[config.mk]
export PLATFORM = sky130hd
export DESIGN_NAME = ptdio_top
export DESIGN_NICKNAME = d
export VERILOG_FILES = /design/src/core/ptdio_pkg.sv /design/src/core/ptdio_accum.sv /design/src/core/ptdio_sync.sv /design/src/core/ptdio_top.sv
export SDC_FILE = /design/constraint.sdc
export NUM_CORES = 1
export LEC_CHECK = 0
export BUFFER_PORTS_ARGS = -buffer_cell sky130_fd_sc_hd__buf_2
export CAP_MARGIN = 20
export CORE_UTILIZATION = 60
export CTS_CLUSTER_SIZE = 24
export DETAILED_ROUTE_END_ITERATION = 12
export GPL_TIMING_DRIVEN = 0
export PLACE_DENSITY = 0.83
export SYNTH_ARGS = -nofsm -noshare
export SYNTH_HDL_FRONTEND = slang
export SYNTH_SLANG_ARGS = --single-unit
[constraint.sdc]
create_clock -name core_clk_i -period 3.1 [get_ports core_clk_i]
set_clock_uncertainty 0.2 [all_clocks]
set_input_delay 0.31 -clock core_clk_i [delete_from_list [all_inputs] [get_ports core_clk_i]]
set_output_delay 0.31 -clock core_clk_i [all_outputs]
set_load 0.01 [all_outputs]
[src/core/ptdio_pkg.sv]
// constants shared by the pulse totalizer and digital port block
// assumes a single 50 MHz core clock and an axi4-lite register master
//
// Contract
// - pulse accumulator counts every pulse up to the maximum counting rate
// - configuration picks rising or falling edge for counting
// - after reaching maximum count the next counted pulse wraps to zero
// - true gate high permits counting, low inhibits
// - inverted gate low permits counting, high inhibits
// - count only while both gates enable; either may be used alone
// - unconnected gate reads as enabling, so counting runs continuously
// - count readable on demand and sampled by a scan strobe
// - two independent 8-bit ports, each input or output
// - both ports usable together as one 16-bit word
// - selected input bit or pattern change raises an alarm, scan or not; pattern alarm here only if a pattern input bit then reads high
// - open input reads one through pull-up, grounded input reads zero
// - channel 01 and 02 are the ports, channel 03 the accumulator
package ptdio_pkg;
    localparam int          DATA_W         = 32;
    localparam int          ADDR_W         = 8;
    localparam int          CNT_W          = 26;
    localparam logic [25:0] CNT_MAX        = 26'h3ffffff;
    localparam int          PORT_W         = 8;
    localparam int          CLK_HZ         = 50_000_000;
    localparam int          MAX_RATE_HZ    = 100_000;
    localparam int          CYC_PER_PULSE  = CLK_HZ / MAX_RATE_HZ;
    // channel numbers
    localparam logic [7:0]  CH_PORT_A      = 8'h01;
    localparam logic [7:0]  CH_PORT_B      = 8'h02;
    localparam logic [7:0]  CH_ACCUM       = 8'h03;
    // register byte offsets
    localparam logic [7:0]  OFS_CTRL       = 8'h00;
    localparam logic [7:0]  OFS_COUNT      = 8'h04;
    localparam logic [7:0]  OFS_SNAP       = 8'h08;
    localparam logic [7:0]  OFS_PORT_OUT   = 8'h0c;
    localparam logic [7:0]  OFS_PORT_DIR   = 8'h10;
    localparam logic [7:0]  OFS_PORT_IN    = 8'h14;
    localparam logic [7:0]  OFS_ALM_SEL    = 8'h18;
    localparam logic [7:0]  OFS_ALM_PAT    = 8'h1c;
    localparam logic [7:0]  OFS_IRQ_STAT   = 8'h20;
    localparam logic [7:0]  OFS_IRQ_MASK   = 8'h24;
    localparam logic [7:0]  OFS_CHAN_ID    = 8'h28;
    // control fields
    localparam int          CTRL_FALL_BIT  = 0;
    localparam int          CTRL_CLR_BIT   = 1;
    localparam int          CTRL_PATM_BIT  = 2;
    // alarm select fields
    localparam int          ASEL_BIT_LSB   = 0;
    localparam int          ASEL_PEN_BIT   = 4;
    localparam int          ASEL_BEN_BIT   = 5;
    // status bits
    localparam int          ST_BIT_ALM     = 0;
    localparam int          ST_PAT_ALM     = 1;
    localparam int          ST_WRAP        = 2;
    localparam int          ST_W           = 3;
    // reset values
    localparam logic [31:0] CTRL_RST       = 32'h0000_0000;
    localparam logic [15:0] DIR_RST        = 16'h0000;
    localparam logic [15:0] OUT_RST        = 16'hffff;
    localparam logic [1:0]  RESP_OKAY      = 2'b00;
    localparam logic [1:0]  RESP_SLVERR    = 2'b10;
endpackage

[src/core/ptdio_accum.sv]
// pulse accumulator: gated edge counter with wrap
// assumes pulse and gate inputs already synchronised
`timescale 1ns/1ps
module ptdio_accum
    import ptdio_pkg::*;
(
    // clock and reset
    input  wire logic             core_clk_i,
    input  wire logic             resetn_i,
    input  wire logic             clk_en_i,
    // control
    input  wire logic             fall_edge_i,
    input  wire logic             clear_i,
    // synchronised inputs
    input  wire logic             pulse_i,
    input  wire logic             gate_i,
    input  wire logic             gate_n_i,
    // result
    output logic      [CNT_W-1:0] count_o,
    output logic                  wrap_o
);
    logic             prev_reg;
    logic [CNT_W-1:0] cnt_reg;
    logic [CNT_W-1:0] cnt_next;
    logic             wrap_reg;
    wire              rise    = pulse_i & ~prev_reg;
    wire              fall    = ~pulse_i & prev_reg;
    wire              edge_ok = fall_edge_i ? fall : rise;
    wire              gate_ok = gate_i & ~gate_n_i;
    wire              step    = edge_ok & gate_ok;
    wire              at_max  = (cnt_reg == CNT_MAX);

    assign cnt_next = at_max ? '0 : cnt_reg + 1'b1;

    always_ff @(posedge core_clk_i or negedge resetn_i)
    begin
        if (!resetn_i)
        begin
            prev_reg <= 1'b0;
            cnt_reg  <= '0;
            wrap_reg <= 1'b0;
        end
        else if (clk_en_i)
        begin
            prev_reg <= pulse_i;
            wrap_reg <= step & at_max & ~clear_i;
            if (clear_i)
                cnt_reg <= '0;
            else if (step)
                cnt_reg <= cnt_next;
        end
    end

    assign count_o = cnt_reg;
    assign wrap_o  = wrap_reg;
endmodule // ptdio_accum

[src/core/ptdio_sync.sv]
// three-stage synchroniser for a pin input
// assumes the pin is asynchronous to core_clk_i; change taken when stages 2 and 3 agree
`timescale 1ns/1ps
module ptdio_sync #(
    parameter int          W   = 1,
    parameter logic [63:0] RST = 64'h0
) (
    // clock and reset
    input  wire logic         core_clk_i,
    input  wire logic         resetn_i,
    input  wire logic         clk_en_i,
    // data
    input  wire logic [W-1:0] async_i,
    output logic      [W-1:0] sync_o
);
    logic [W-1:0] s1_reg;
    logic [W-1:0] s2_reg;
    logic [W-1:0] s3_reg;
    logic [W-1:0] out_reg;
    logic [W-1:0] out_next;

    initial
    begin
        if (W < 1 || W > 64) $error("ptdio_sync: width out of range");
    end

    genvar g;
    generate
        for (g = 0; g < W; g++)
        begin : g_bit
            assign out_next[g] = (s2_reg[g] == s3_reg[g]) ? s3_reg[g] : out_reg[g];
        end
    endgenerate

    always_ff @(posedge core_clk_i or negedge resetn_i)
    begin
        if (!resetn_i)
        begin
            s1_reg  <= RST[W-1:0];
            s2_reg  <= RST[W-1:0];
            s3_reg  <= RST[W-1:0];
            out_reg <= RST[W-1:0];
        end
        else if (clk_en_i)
        begin
            s1_reg  <= async_i;
            s2_reg  <= s1_reg;
            s3_reg  <= s2_reg;
            out_reg <= out_next;
        end
    end

    assign sync_o = out_reg;
endmodule // ptdio_sync

[src/core/ptdio_top.sv]
// top of pulse accumulator and parallel bit ports with axi4-lite registers
// assumes pins are asynchronous; gate pins pulled to their enabling level outside
//
// Design decisions made here: the register offsets and the AXI4-Lite register port.
`timescale 1ns/1ps
module ptdio_top
    import ptdio_pkg::*;
(
    // clock and reset
    input  wire logic                core_clk_i,
    input  wire logic                resetn_i,
    input  wire logic                clk_en_i,
    // axi4-lite write address
    input  wire logic [ADDR_W-1:0]   s_axi_awaddr,
    input  wire logic                s_axi_awvalid,
    output logic                     s_axi_awready,
    // axi4-lite write data
    input  wire logic [DATA_W-1:0]   s_axi_wdata,
    input  wire logic [3:0]          s_axi_wstrb,
    input  wire logic                s_axi_wvalid,
    output logic                     s_axi_wready,
    // axi4-lite write response
    output logic [1:0]               s_axi_bresp,
    output logic                     s_axi_bvalid,
    input  wire logic                s_axi_bready,
    // axi4-lite read
    input  wire logic [ADDR_W-1:0]   s_axi_araddr,
    input  wire logic                s_axi_arvalid,
    output logic                     s_axi_arready,
    output logic [DATA_W-1:0]        s_axi_rdata,
    output logic [1:0]               s_axi_rresp,
    output logic                     s_axi_rvalid,
    input  wire logic                s_axi_rready,
    // scan sampling
    input  wire logic                scan_strobe_i,
    // accumulator pins
    input  wire logic                pulse_pin_i,
    input  wire logic                gate_pin_i,
    input  wire logic                gate_n_pin_i,
    // parallel bit ports, low byte first port
    input  wire logic [2*PORT_W-1:0] port_pin_i,
    output logic      [2*PORT_W-1:0] port_pin_o,
    output logic      [2*PORT_W-1:0] port_pin_oe_o,
    // interrupt
    output logic                     irq_o
);
    localparam int PW2 = 2 * PORT_W;

    // synchronised pins
    logic [2:0]     acc_sync;
    logic [PW2-1:0] port_sync;
    logic [CNT_W-1:0] count;
    logic             wrap;

    // registers
    logic [31:0]    ctrl_reg;
    logic [PW2-1:0] pout_reg;
    logic [PW2-1:0] pdir_reg;
    logic [31:0]    asel_reg;
    logic [PW2-1:0] apat_reg;
    logic [PW2-1:0] pin_prev_reg;
    logic [CNT_W-1:0] snap_reg;
    logic [ST_W-1:0]  stat_reg;
    logic [ST_W-1:0]  stat_next;
    logic [ST_W-1:0]  mask_reg;
    logic             clr_reg;
    logic             irq_reg;

    // bus state
    logic              awrdy_reg;
    logic              wrdy_reg;
    logic              arrdy_reg;
    logic [ADDR_W-1:0] awaddr_reg;
    logic [DATA_W-1:0] wdata_reg;
    logic [3:0]        wstrb_reg;
    logic              bvalid_reg;
    logic [1:0]        bresp_reg;
    logic              rvalid_reg;
    logic [1:0]        rresp_reg;
    logic [DATA_W-1:0] rdata_reg;

    initial
    begin
        if (PORT_W != 8) $error("ptdio_top: port width must be 8");
    end

    // open inputs idle high, gates idle enabling
    ptdio_sync #(.W(3), .RST(64'h2)) u_acc_sync (
        .core_clk_i (core_clk_i),
        .resetn_i   (resetn_i),
        .clk_en_i   (clk_en_i),
        .async_i    ({gate_n_pin_i, gate_pin_i, pulse_pin_i}),
        .sync_o     (acc_sync)
    );

    ptdio_sync #(.W(PW2), .RST(64'hffff)) u_port_sync (
        .core_clk_i (core_clk_i),
        .resetn_i   (resetn_i),
        .clk_en_i   (clk_en_i),
        .async_i    (port_pin_i),
        .sync_o     (port_sync)
    );

    ptdio_accum u_accum (
        .core_clk_i  (core_clk_i),
        .resetn_i    (resetn_i),
        .clk_en_i    (clk_en_i),
        .fall_edge_i (ctrl_reg[CTRL_FALL_BIT]),
        .clear_i     (clr_reg),
        .pulse_i     (acc_sync[0]),
        .gate_i      (acc_sync[1]),
        .gate_n_i    (acc_sync[2]),
        .count_o     (count),
        .wrap_o      (wrap)
    );

    // port read-back: input bits from pins, output bits from latch
    wire [PW2-1:0] port_view = (port_sync & ~pdir_reg) | (pout_reg & pdir_reg);

    // alarm detection on input bits only
    wire [3:0]     sel_bit   = asel_reg[ASEL_BIT_LSB +: 4];
    wire [PW2-1:0] in_mask   = ~pdir_reg;
    wire [PW2-1:0] changed   = (port_sync ^ pin_prev_reg) & in_mask;
    wire           bit_alm   = asel_reg[ASEL_BEN_BIT] & changed[sel_bit];
    wire           pat_hit   = ((port_sync & apat_reg & in_mask) != 16'h0000);
    wire           pat_alm   = asel_reg[ASEL_PEN_BIT] & pat_hit
                               & ((changed & apat_reg) != 16'h0000);
    wire [ST_W-1:0] events   = {wrap, pat_alm, bit_alm};

    // write decode
    wire           wr_fire   = ~awrdy_reg & ~wrdy_reg & ~bvalid_reg;
    wire [7:0]     wa        = awaddr_reg & 8'hfc;
    wire           wr_ctrl   = wr_fire & (wa == OFS_CTRL);
    wire           wr_pout   = wr_fire & (wa == OFS_PORT_OUT);
    wire           wr_pdir   = wr_fire & (wa == OFS_PORT_DIR);
    wire           wr_asel   = wr_fire & (wa == OFS_ALM_SEL);
    wire           wr_apat   = wr_fire & (wa == OFS_ALM_PAT);
    wire           wr_stat   = wr_fire & (wa == OFS_IRQ_STAT);
    wire           wr_mask   = wr_fire & (wa == OFS_IRQ_MASK);
    wire           wr_known  = wr_ctrl | wr_pout | wr_pdir | wr_asel | wr_apat | wr_stat | wr_mask;
    wire [31:0]    bmask     = {{8{wstrb_reg[3]}}, {8{wstrb_reg[2]}}, {8{wstrb_reg[1]}}, {8{wstrb_reg[0]}}};
    wire [31:0]    wmasked   = wdata_reg & bmask;
    wire           clr_req   = wr_ctrl & wmasked[CTRL_CLR_BIT];

    // status: set wins over clear
    assign stat_next = events | (stat_reg & ~(wr_stat ? wmasked[ST_W-1:0] : {ST_W{1'b0}}));

    // read decode
    wire [7:0]     ra        = s_axi_araddr & 8'hfc;
    wire           rd_fire   = s_axi_arvalid & ~rvalid_reg;
    wire           rd_known  = (ra <= OFS_CHAN_ID);
    wire [31:0]    rd_mux    =
        (ra == OFS_CTRL)     ? {29'h0, ctrl_reg[2:0]} :
        (ra == OFS_COUNT)    ? {6'h0, count} :
        (ra == OFS_SNAP)     ? {6'h0, snap_reg} :
        (ra == OFS_PORT_OUT) ? {16'h0, pout_reg} :
        (ra == OFS_PORT_DIR) ? {16'h0, pdir_reg} :
        (ra == OFS_PORT_IN)  ? {16'h0, port_view} :
        (ra == OFS_ALM_SEL)  ? {26'h0, asel_reg[5:0]} :
        (ra == OFS_ALM_PAT)  ? {16'h0, apat_reg} :
        (ra == OFS_IRQ_STAT) ? {29'h0, stat_reg} :
        (ra == OFS_IRQ_MASK) ? {29'h0, mask_reg} :
        (ra == OFS_CHAN_ID)  ? {8'h0, CH_ACCUM, CH_PORT_B, CH_PORT_A} :
                               32'h0;

    // axi handshake
    always_ff @(posedge core_clk_i or negedge resetn_i)
    begin
        if (!resetn_i)
        begin
            awrdy_reg  <= 1'b1;
            wrdy_reg   <= 1'b1;
            arrdy_reg  <= 1'b1;
            awaddr_reg <= '0;
            wdata_reg  <= '0;
            wstrb_reg  <= '0;
            bvalid_reg <= 1'b0;
            bresp_reg  <= RESP_OKAY;
            rvalid_reg <= 1'b0;
            rresp_reg  <= RESP_OKAY;
            rdata_reg  <= '0;
        end
        else if (clk_en_i)
        begin
            if (s_axi_awvalid & awrdy_reg)
            begin
                awrdy_reg  <= 1'b0;
                awaddr_reg <= s_axi_awaddr;
            end
            if (s_axi_wvalid & wrdy_reg)
            begin
                wrdy_reg  <= 1'b0;
                wdata_reg <= s_axi_wdata;
                wstrb_reg <= s_axi_wstrb;
            end
            if (wr_fire)
            begin
                bvalid_reg <= 1'b1;
                bresp_reg  <= wr_known ? RESP_OKAY : RESP_SLVERR;
            end
            else if (bvalid_reg & s_axi_bready)
            begin
                bvalid_reg <= 1'b0;
                awrdy_reg  <= 1'b1;
                wrdy_reg   <= 1'b1;
            end
            arrdy_reg <= ~rd_fire & (arrdy_reg | s_axi_rready);
            if (rd_fire)
            begin
                rvalid_reg <= 1'b1;
                rdata_reg  <= rd_mux;
                rresp_reg  <= rd_known ? RESP_OKAY : RESP_SLVERR;
            end
            else if (rvalid_reg & s_axi_rready)
                rvalid_reg <= 1'b0;
        end
    end

    // configuration and state registers
    always_ff @(posedge core_clk_i or negedge resetn_i)
    begin
        if (!resetn_i)
        begin
            ctrl_reg     <= CTRL_RST;
            pout_reg     <= OUT_RST;
            pdir_reg     <= DIR_RST;
            asel_reg     <= '0;
            apat_reg     <= '0;
            pin_prev_reg <= 16'hffff;
            snap_reg     <= '0;
            stat_reg     <= '0;
            mask_reg     <= '0;
            clr_reg      <= 1'b0;
            irq_reg      <= 1'b0;
        end
        else if (clk_en_i)
        begin
            pin_prev_reg <= port_sync;
            stat_reg     <= stat_next;
            clr_reg      <= clr_req;
            irq_reg      <= |(stat_next & mask_reg);
            if (wr_ctrl)
                ctrl_reg <= {29'h0, wmasked[CTRL_PATM_BIT], 1'b0, wmasked[CTRL_FALL_BIT]};
            if (wr_pout)
                pout_reg <= (pout_reg & ~bmask[PW2-1:0]) | wmasked[PW2-1:0];
            if (wr_pdir)
                pdir_reg <= (pdir_reg & ~bmask[PW2-1:0]) | wmasked[PW2-1:0];
            if (wr_asel)
                asel_reg <= {26'h0, wmasked[5:0]};
            if (wr_apat)
                apat_reg <= wmasked[PW2-1:0];
            if (wr_mask)
                mask_reg <= wmasked[ST_W-1:0];
            if (scan_strobe_i)
                snap_reg <= count;
        end
    end

    // port drive; output registered
    logic [PW2-1:0] pin_o_reg;
    logic [PW2-1:0] pin_oe_reg;
    always_ff @(posedge core_clk_i or negedge resetn_i)
    begin
        if (!resetn_i)
        begin
            pin_o_reg  <= OUT_RST;
            pin_oe_reg <= DIR_RST;
        end
        else if (clk_en_i)
        begin
            pin_o_reg  <= pout_reg;
            pin_oe_reg <= pdir_reg;
        end
    end

    assign s_axi_awready = awrdy_reg;
    assign s_axi_wready  = wrdy_reg;
    assign s_axi_bvalid  = bvalid_reg;
    assign s_axi_bresp   = bresp_reg;
    assign s_axi_arready = arrdy_reg;
    assign s_axi_rvalid  = rvalid_reg;
    assign s_axi_rdata   = rdata_reg;
    assign s_axi_rresp   = rresp_reg;
    assign port_pin_o    = pin_o_reg;
    assign port_pin_oe_o = pin_oe_reg;
    assign irq_o         = irq_reg;
endmodule // ptdio_top
==> results of run 1 <==
per-layer routing:
layer | part of all wire, % | wire length (microns) | global-route usage, % | vias up
met3 | 7.1 | 2760 | 5.63 | 102
met2 | 48 | 18800 | 54.8 | 509
met4 | 3.8 | 1470 | 12.1 | 0
met1 | 41 | 16000 | 44.3 | 5576
li1 | - | - | - | 4993
met5 | 0 | 0 | 0 | -
worst paths after layout:
kind | cells past startpoint | startpoint | end
max in group asynchronous | 4 | resetn_i | port_pin_o[10]
setup reg to reg | 7 | ctrl_reg[0] | u_accum.count_o[12]
hold reg to reg | 2 | s_axi_rdata[4] | s_axi_rdata[4]
min in group asynchronous | 2 | resetn_i | s_axi_rdata[21]
hold / removal | 5 | s_axi_arvalid | s_axi_rdata[9]
setup / recovery | 7 | s_axi_araddr[5] | s_axi_rdata[8]
cells in the mapped netlist, types with 3 or more instances:
library cell,instances
dfrtp_1,180
mux2_2,171
nand2_1,158
o21ai_0,144
dfstp_2,119
nor2_1,55
clkbuf_1,51
a21oi_1,47
inv_1,47
a31oi_1,22
nand3b_1,17
o32ai_1,17
xnor2_1,16
nand3_1,15
nor3_1,15
nand2b_1,13
buf_4,11
o31ai_1,11
a22oi_1,10
a2111oi_0,9
a21boi_0,9
a221oi_1,8
and3_1,8
and4_1,8
buf_2,8
mux2i_1,7
nand4_1,7
o22ai_1,7
and2_1,6
nor2b_1,6
o211ai_1,6
a22o_1,5
nor4_1,5
a32o_1,3
buf_1,3
o2111ai_1,3
or2_2,3
worst max-delay path: cells and delay by family:
family,cells,cell delay [ns]
compound gates,3,1.02
simple gates,2,0.98
buf+inv,2,0.74
layout make-up:
class,count,area [sq um],area share [%]
Multi-Input combinational cell,860,5810,35.2
Buffer,76,353,2.13
Clock inverter,8,121,0.734
Inverter,47,176,1.07
Timing Repair Buffer,173,1180,7.11
Antenna cell,1,2.50,0.0151
Tap cell,285,357,2.16
Clock buffer,48,908,5.49
Sequential cell,299,7630,46.1
through the flow:
stage | setup WS, ns | TNS, ns | cell area (sq um) | hold WS (ns) | cells
after floorplan | 0.973 | 0 | 14000 | -0.186 | 1282
after global placement | -3.76 | -901.45 | 14900 | 0.258 | 1687
after detailed placement | 0.166 | 0 | 15000 | 0.159 | 1689
after CTS | 0.385 | 0 | 16500 | 0.0410 | 1796
after global routing | 0.180 | 0 | 16500 | 0.0825 | 1797
final | 0.316 | 0 | 16500 | 0.0701 | 1797
power breakdown:
part	leakage [nW]	internal (mW)	total (mW)	switching, mW
logic	3.07	1.13	2.35	1.22
clock network	0.501	2.18	3.72	1.54
registers	3.64	4.98	5.98	1.00
logic make-up (layout without fill, tap and decap cells):
kind of cell | Yosys count | in the layout
xor gates and xnor gates | 17 | 17
other | 1 | 9
adders and majority gates | 1 | 1
AOI/OAI and AO/OA | 323 | 323
buffers and inverters | 123 | 352
and+or+nand+nor | 333 | 333
DFF | 299 | 299
muxes | 178 | 178
repair_timing:
action                                 in CTS  in global routing
gates resized for setup                     0                  0
endpoints found under the hold margin     137                  0
hold buffers                               51                  0
==> results.cfg, run 1 <==
[hold_path]
hold_class = primary input to flop

[global_route]
overflow = 0
track_usage_pct = 33.2
grt_pass1_vias = 10950
grt_max_degree = 108
antenna_found_initial = 1
grt_pass1_wl_mm = 61.0

[sta]
relSlewSlack_pct = 30.2
drv_slew = 0
finalCriticalPeriod_ns = 2.78
period_share_pct = 89.8
fmax_mhz = 359
worst_slew_pin_slew_ns = 1.05
finalSetupViolCount = 0
finalHoldViolCount = 0
rsz0062_at_grt = false

[power_and_ir_drop]
leakage_nw = 7.21
power.total_mw = 12.0
power.density_mw_per_mm2 = 728
worst_ir_drop_vdd_uv = 528

[floorplanning]
dieArea_sq_mm = 0.0239
ios = 154
die_w_microns = 154
rows = 55
die_h_microns = 154
start_util_pct = 61.4
coreArea_sq_mm = 0.0227

[setup_path]
worstSetupEndpointType = flop
arrival_ns = 3.06
startpoint_type = primary input
regToRegSetupSlack_ns = 0.40
max_stage_delay_ns = 0.60
path_max_fanout = 10
worst-setup-path-type = primary input to flop
crit_required_ns = 3.37
cp_cell_sequence = dlygate4sd3_1, buf_2, nor4b_2, nand2_1, o32ai_1, a2111oi_0, o31ai_1
cp_slowest_cell = o32ai_1

[yosys]
synth_top_family_by_area = compound AO/OA/AOI/OAI gates
synth-edff-count = 0
synth_xor_area_share_pct = 1.07
yosys-mux-area-fraction_pct = 14.3
seq_area_frac_synth_pct = 54.7
ys_seq_elements = 299
syn_area_sq_mm = 0.0139
synth_cells = 1275
synth.avg_cell_area_sq_um = 10.9
synth_top_area_share_pct = 32.3
yosys_warnings = 0
synthSimpleGateAreaFrac_pct = 11.6
synth_fa_ha_area_share_pct = 0.0897
ys_async_sr_fraction_pct = 100
yosys.area.top_type = dfrtp_1
synthTopCellsByArea = dfrtp_1 32%, dfstp_2 22%, mux2_2 14%
ys.flop_type = dfrtp_1
synth_compound_area_share_pct = 14.4
synth_cell_types = 70

[cts]
cts_tree = done
root_buffer = clkbuf_16
cts_made_buffers = 30
cts_setup_buffers = 0
cts_buffer_depth = 3
numClockSinks = 299
cts.htree.levels = 1
clk_pin_slew_ns = 0.06
clk_latency_ns = 0.57

[run_status]
outcome = completed

[place]
port_buffers = 120
hpwl_mm = 27.4
gp_congestion = 0.951

[drt]
drt_iter0_drc = 843
ant_nets = 0
drc_errors = 0
first_pass_iters = 6
viasPerCell = 6.22
wl_mm = 39.1
wl_per_cell_microns = 21.8
vias = 11180

[cells_and_area]
nFillCells = 1567
layout_commonest_cell = dfrtp_1
fin_nets = 1568
final_util_pct = 72.8
layout_common_cells = 180 x dfrtp_1, 171 x mux2_2, 158 x nand2_1
layout-drive-gt1-share_pct = 32.8
syn2layout_area_growth_pct = 18.6

[job]
maxCapViolCount = 0
No activity file was read; power rests on OpenSTA's default activity.
==> inputs of run 2 (changes only) <==
--- a/config.mk
+++ b/config.mk
@@ -7,11 +7,13 @@
 export LEC_CHECK = 0
 export BUFFER_PORTS_ARGS = -buffer_cell sky130_fd_sc_hd__buf_2
 export CAP_MARGIN = 20
-export CORE_UTILIZATION = 60
+export CORE_MARGIN = 1.5
+export CORE_UTILIZATION = 45
 export CTS_CLUSTER_SIZE = 24
 export DETAILED_ROUTE_END_ITERATION = 12
 export GPL_TIMING_DRIVEN = 0
-export PLACE_DENSITY = 0.83
+export PLACE_DENSITY = 0.66
 export SYNTH_ARGS = -nofsm -noshare
 export SYNTH_HDL_FRONTEND = slang
+export SYNTH_HIERARCHICAL = 1
 export SYNTH_SLANG_ARGS = --single-unit
==> run 2 against run 1 <==
Combinational power increased by 15%. Critical path depth decreased by 1. Die area increased by 38%.
==> results.cfg, run 2 <==
[place]
dp.cells = 1789
hpwl_mm = 27.9
gp_congestion = 0.942
dpl_cell_area_sq_mm = 0.0156
port_buffers = 123

[power_and_ir_drop]
worst_ir_drop_vdd_uv = 400
leakage_nw = 7.44
power.density_mw_per_mm2 = 742
power.total_mw = 12.8

[setup_path]
max_stage_delay_ns = 0.62
cp_slowest_cell = o311ai_0
worst-setup-path-type = flop to flop
path_max_fanout = 10
cp.buffers_inverters = 1
worstSetupEndpointType = flop
arrival_ns = 2.83
crit_required_ns = 3.32
cp_common_cell = o22ai_1
cp_cell_sequence = clkinv_1, o311ai_0, o22ai_1, nor4_1, a211oi_1, o22ai_1
startpoint_type = flop
critPathTopFamily = compound AO/OA/AOI/OAI gates

[drt]
first_pass_iters = 5
drc_errors = 0
vias = 10796
ant_nets = 0
viasPerCell = 5.68
wl_mm = 39.0
wl_per_cell_microns = 20.5
drt_iter0_drc = 707

[global_route]
grt_max_degree = 122
track_usage_pct = 24.1
grt_pass1_vias = 10879
grt_pass1_wl_mm = 62.4
overflow = 0
antenna_found_initial = 0

[floorplanning]
dieArea_sq_mm = 0.0330
die_h_microns = 182
start_util_pct = 45.7
rows = 65
coreArea_sq_mm = 0.0315
ios = 154
die_w_microns = 182

[yosys]
synth.avg_cell_area_sq_um = 11.5
yosys_warnings = 6
seq_area_frac_synth_pct = 53.1
synthTopCellsByArea = dfrtp_1 31%, dfstp_2 22%, mux2_2 14%
ys_async_sr_fraction_pct = 100
synth_cells = 1255
synth_commonest_cells = 182 x mux2_2, 180 x dfrtp_1, 119 x dfstp_2, 112 x nand2_1, 68 x o21ai_0
synth_top_area_share_pct = 31.3
synth-edff-count = 0
synth_cell_types = 81
ys.flop_type = dfrtp_1
synth.most_common_cell = mux2_2
ys_seq_elements = 299
yosys.area.top_type = dfrtp_1
syn_area_sq_mm = 0.0144

[cells_and_area]
layout_common_cells = 182 x mux2_2, 180 x dfrtp_1, 140 x buf_2
fin_nets = 1556
layout_commonest_cell = mux2_2
layout-drive-gt1-share_pct = 37.6
final_area_sq_mm = 0.0172
antenna_cells = 0
syn2layout_area_growth_pct = 19.9
nFillCells = 2712
stdcell_count = 1902

[sta]
finalCriticalPeriod_ns = 2.61
finalHoldViolCount = 0
fin_hold_ws_ns = 0.0417
worst_slew_pin_slew_ns = 0.717
drv_slew = 0
fmax_mhz = 383
relSlewSlack_pct = 52.2
period_share_pct = 84.2
rsz0062_at_grt = false
finalSetupViolCount = 0

[cts]
cts_made_buffers = 34
numClockSinks = 299
root_buffer = clkbuf_16
clk_latency_ns = 0.51
cts_tree = done
cts_buffer_depth = 3
cts.htree.levels = 2
clk_pin_slew_ns = 0.06

[hold_path]
hold_class = primary input to flop

[run_status]
outcome = completed

[job]
maxCapViolCount = 0
[run 2: changes by cell type after synthesis, moves of 13 or more]
cell | before | now
o32ai_1 | 17 | 4
a21oi_1 | 47 | 60
o21ai_0 | 144 | 68
a21o_1 | 2 | 16
a22o_1 | 5 | 20
clkbuf_1 | 51 | 31
nand2b_1 | 13 | 38
nand2_1 | 158 | 112
[run 2: repair_timing]
item                                   in CTS  in global routing
buffers inserted                            0                  0
resized for setup                           0                  0
hold buffers                               52                  0
endpoints found under the hold margin      96                  0
[run 2: layout make-up]
| cell class | count | area [sq um] | area share [%] |
|---|---|---|---|
| Clock inverter | 11 | 114 | 0.660 |
| Inverter | 39 | 146 | 0.849 |
| Sequential cell | 299 | 7630 | 44.3 |
| Multi-Input combinational cell | 847 | 6170 | 35.8 |
| Tap cell | 402 | 503 | 2.92 |
| Timing Repair Buffer | 177 | 1200 | 6.97 |
| Clock buffer | 50 | 1020 | 5.93 |
| Buffer | 77 | 453 | 2.63 |
[run 2: cells by family after synthesis]
group           synth area share (%)
xor+xnor                       0.975
buf+inv                         4.17
compound gates                  14.2
flops                           53.1
fa+ha+maj                     0.0870
mux                             15.0
other cells                   0.0261
simple gates                    12.5
[run 2: metal layers]
metal  GRT usage (%)  wire [microns]
met1            33.9           17600
met2            38.7           18300
met3            2.97            2060
met4            7.87            1010
met5               0               0
[run 2: tightest hold or removal path, cell delays in order]
cell     delay [ns]
buf_2          0.13
o21ai_0        0.17
a31oi_1        0.09
[run 2: power by group]
part / leakage, nW / internal [mW] / switching [mW] / total, mW
logic: 3.29 / 1.31 / 1.39 / 2.70
clock network: 0.561 / 2.46 / 1.60 / 4.05
registers: 3.59 / 5.01 / 1.04 / 6.05
total: 7.44 / 8.77 / 4.03 / 12.8
[run 2: through the flow]
stage                     util [%]  TNS [ns]  worst slack (ns)
final                         54.8         0             0.488
after global routing          54.8         0             0.229
after CTS                     54.8         0             0.587
after detailed placement      49.5         0             0.372
after global placement        49.3   -974.29             -4.02
after floorplan                  -         0              1.03
[run 2: final timing paths]
check	from	end	slack, ns	cells after the start
hold / removal	s_axi_araddr[4]	s_axi_rresp[1]	0.04	3
hold reg to reg	s_axi_rdata[15]	s_axi_rdata[15]	0.28	2
max in group asynchronous	resetn_i	asynchronous set/reset pin	1.45	3
setup / recovery	asel_reg[0]	irq_o	0.49	6
setup reg to reg	asel_reg[0]	irq_o	0.49	6
min in group asynchronous	resetn_i	port_pin_oe_o[2]	0.24	2
==> inputs of run 3 (changes only) <==
--- a/config.mk
+++ b/config.mk
@@ -12,7 +12,7 @@
 export CTS_CLUSTER_SIZE = 24
 export DETAILED_ROUTE_END_ITERATION = 12
 export GPL_TIMING_DRIVEN = 0
-export PLACE_DENSITY = 0.66
+export PLACE_DENSITY = 0.68
 export SYNTH_ARGS = -nofsm -noshare
 export SYNTH_HDL_FRONTEND = slang
 export SYNTH_HIERARCHICAL = 1
==> constraint.sdc (replaced) <==
create_clock -name core_clk_i -period 2.4 [get_ports core_clk_i]
set_clock_uncertainty 0.2 [all_clocks]
set_input_delay 0.24 -clock core_clk_i [delete_from_list [all_inputs] [get_ports core_clk_i]]
set_output_delay 0.24 -clock core_clk_i [all_outputs]
set_load 0.01 [all_outputs]
==> run 3 against run 2 <==
Critical path depth up 4. Sequential share of layout area about the same. Total power up 27%. Final cell count up 0.26%. First-iteration DRC count up 0.85%. Hold slack worse by 0.030 ns. Sequential power up 29%. Clock-buffer cell count down 1. Critical path type is now primary input to flop. Critical endpoint is now s_axi_rdata[15].
==> results.cfg, run 3 (synthesis results as in run 2) <==
[drt]
wl_per_cell_microns = 20.4
first_pass_iters = 5
drt_iter0_drc = 713
ant_nets = 0
viasPerCell = 5.65
vias = 10783
drc_errors = 0
wl_mm = 39.0

[global_route]
grt_max_degree = 121
grt_pass1_wl_mm = 62.0
track_usage_pct = 23.9
grt_use_met3_pct = 3.05
grt-busiest-layer = met2
antenna_found_initial = 1
grt_pass1_vias = 11045
overflow = 0
grt_use_met2_pct = 38.6
grt_use_met1_pct = 33.7

[sta]
drv_slew = 0
setup_tns_ns = 0
finalCriticalPeriod_ns = 2.32
rsz0062_at_grt = false
period_share_pct = 96.5
fmax_mhz = 432
finalHoldViolCount = 0
worst_slew_pin_slew_ns = 0.777
finalSetupViolCount = 0
relSlewSlack_pct = 48.2

[cts]
clk_latency_ns = 0.56
clk_pin_slew_ns = 0.06
cts_tree = done
root_buffer = clkbuf_16
cts_made_buffers = 31
cts.htree.levels = 1
numClockSinks = 299
cts_buffer_depth = 3

[setup_path]
reg2reg_to = u_accum/count_o[25]
path_max_fanout = 10
worstSetupEndpointType = flop
ff2ff_path_depth = 5
regToRegSetupSlack_ns = 0.12
r2r_start = u_accum/count_o[2]
critPathLaunch = s_axi_araddr[6]
max_stage_delay_ns = 0.54
cp_cell_sequence = dlygate4sd3_1, buf_2, or4_4, buf_6, nor2b_4, buf_6, a21oi_2, o22ai_2, a211oi_1, o31ai_2
crit_required_ns = 2.66
cp_common_cell = buf_6
startpoint_type = primary input
arrival_ns = 2.58
cp_slowest_cell = dlygate4sd3_1
worst-setup-path-type = primary input to flop

[place]
hpwl_mm = 28.1
port_buffers = 123
gp_congestion = 0.901
dpl_cell_area_sq_mm = 0.0156

[cells_and_area]
layout_commonest_cell = mux2_2
final_util_pct = 54.8
layout_common_cells = 182 x mux2_2, 177 x dfrtp_1, 138 x buf_2
nFillCells = 2689
syn2layout_area_growth_pct = 20.0
final_area_sq_mm = 0.0172
fin_nets = 1561
layout-drive-gt1-share_pct = 37.7

[floorplanning]
die_w_microns = 182
rows = 65
ios = 154
coreArea_sq_mm = 0.0315
start_util_pct = 45.7
dieArea_sq_mm = 0.0330
die_h_microns = 182

[job]
maxCapViolCount = 0

[hold_path]
whs_endpoint = u_accum/count_o[24]
worstHoldPathCells = 3
min_from = clk_en_i
hold_class = primary input to flop

[power_and_ir_drop]
leakage_nw = 7.43
worst_ir_drop_vdd_uv = 572
power.density_mw_per_mm2 = 940

[run_status]
outcome = completed
-- run 3: cell count changes in the layout (fill, tap and decap cells not counted), sizes merged --
cell / before / now
clkbuf: 82 / 83
clkinvlp: 1 / 3
diode: 0 / 1
bufinv: 2 / 3
dlygate4sd3: 52 / 56
inv: 39 / 38
clkinv: 8 / 3
buf: 170 / 172
-- run 3: worst max-delay path by stage --
stage	end	depth (start not counted)
final	s_axi_rdata[15]	10
after global placement	wdata_reg[0]	1
after CTS	u_accum/count_o[13]	8
after floorplan	apat_reg[2]	7
after detailed placement	port_pin_oe_o[1]	5
after global routing	u_accum/count_o[25]	5
-- run 3: final cells by class --
| type | count | area, sq um | share of cell area (%) |
|---|---|---|---|
| inverters | 39 | 148 | 0.856 |
| well taps | 402 | 503 | 2.92 |
| flip-flops and latches | 299 | 7630 | 44.3 |
| plain buffers | 77 | 462 | 2.68 |
| repair buffers | 185 | 1270 | 7.37 |
| clock inverters | 8 | 123 | 0.711 |
| clock buffers | 49 | 893 | 5.18 |
| diodes | 1 | 2.50 | 0.0145 |
| multi-input cells | 847 | 6210 | 36.0 |
-- run 3: timing repair --
action,CTS,global route
buffers inserted,0,4
resized for setup,4,11
pin swaps,0,4
hold endpoints to repair,152,0
endpoints found under the setup margin,5,20
hold buffers,56,0
-- run 3: layer usage --
layer,vias to the layer above,part of all wire (%)
met4,0,2.7
met3,74,4.9
met5,-,0
met1,5415,45
li1,4998,-
met2,296,47
-- run 3: power breakdown --
| group | internal, mW | total [mW] | switching (mW) |
|---|---|---|---|
| Sequential | 6.48 | 7.81 | 1.34 |
| Clock | 2.86 | 4.83 | 1.97 |
| Combinational | 1.75 | 3.57 | 1.82 |
-- run 3: metrics by stage --
step / setup WS [ns] / cells / power, mW / hold slack [ns]
5_1_grt: 0.00143 / 1907 / 17.0 / 0.0422
2_1_floorplan: 0.332 / 1262 / 9.72 / -0.256
3_3_place_gp: -4.62 / 1787 / 11.1 / 0.260
4_1_cts: 0.0277 / 1902 / 16.2 / 0.00276
3_5_place_dp: -0.282 / 1789 / 11.2 / 0.159
6_report: 0.0837 / 1907 / 16.2 / 0.0113
-- run 3: worst max-delay path: cells and delay by family --
kind / cells / cell delay (ns)
buf+inv: 4 / 1.05
compound gates: 4 / 0.59
simple gates: 2 / 0.70
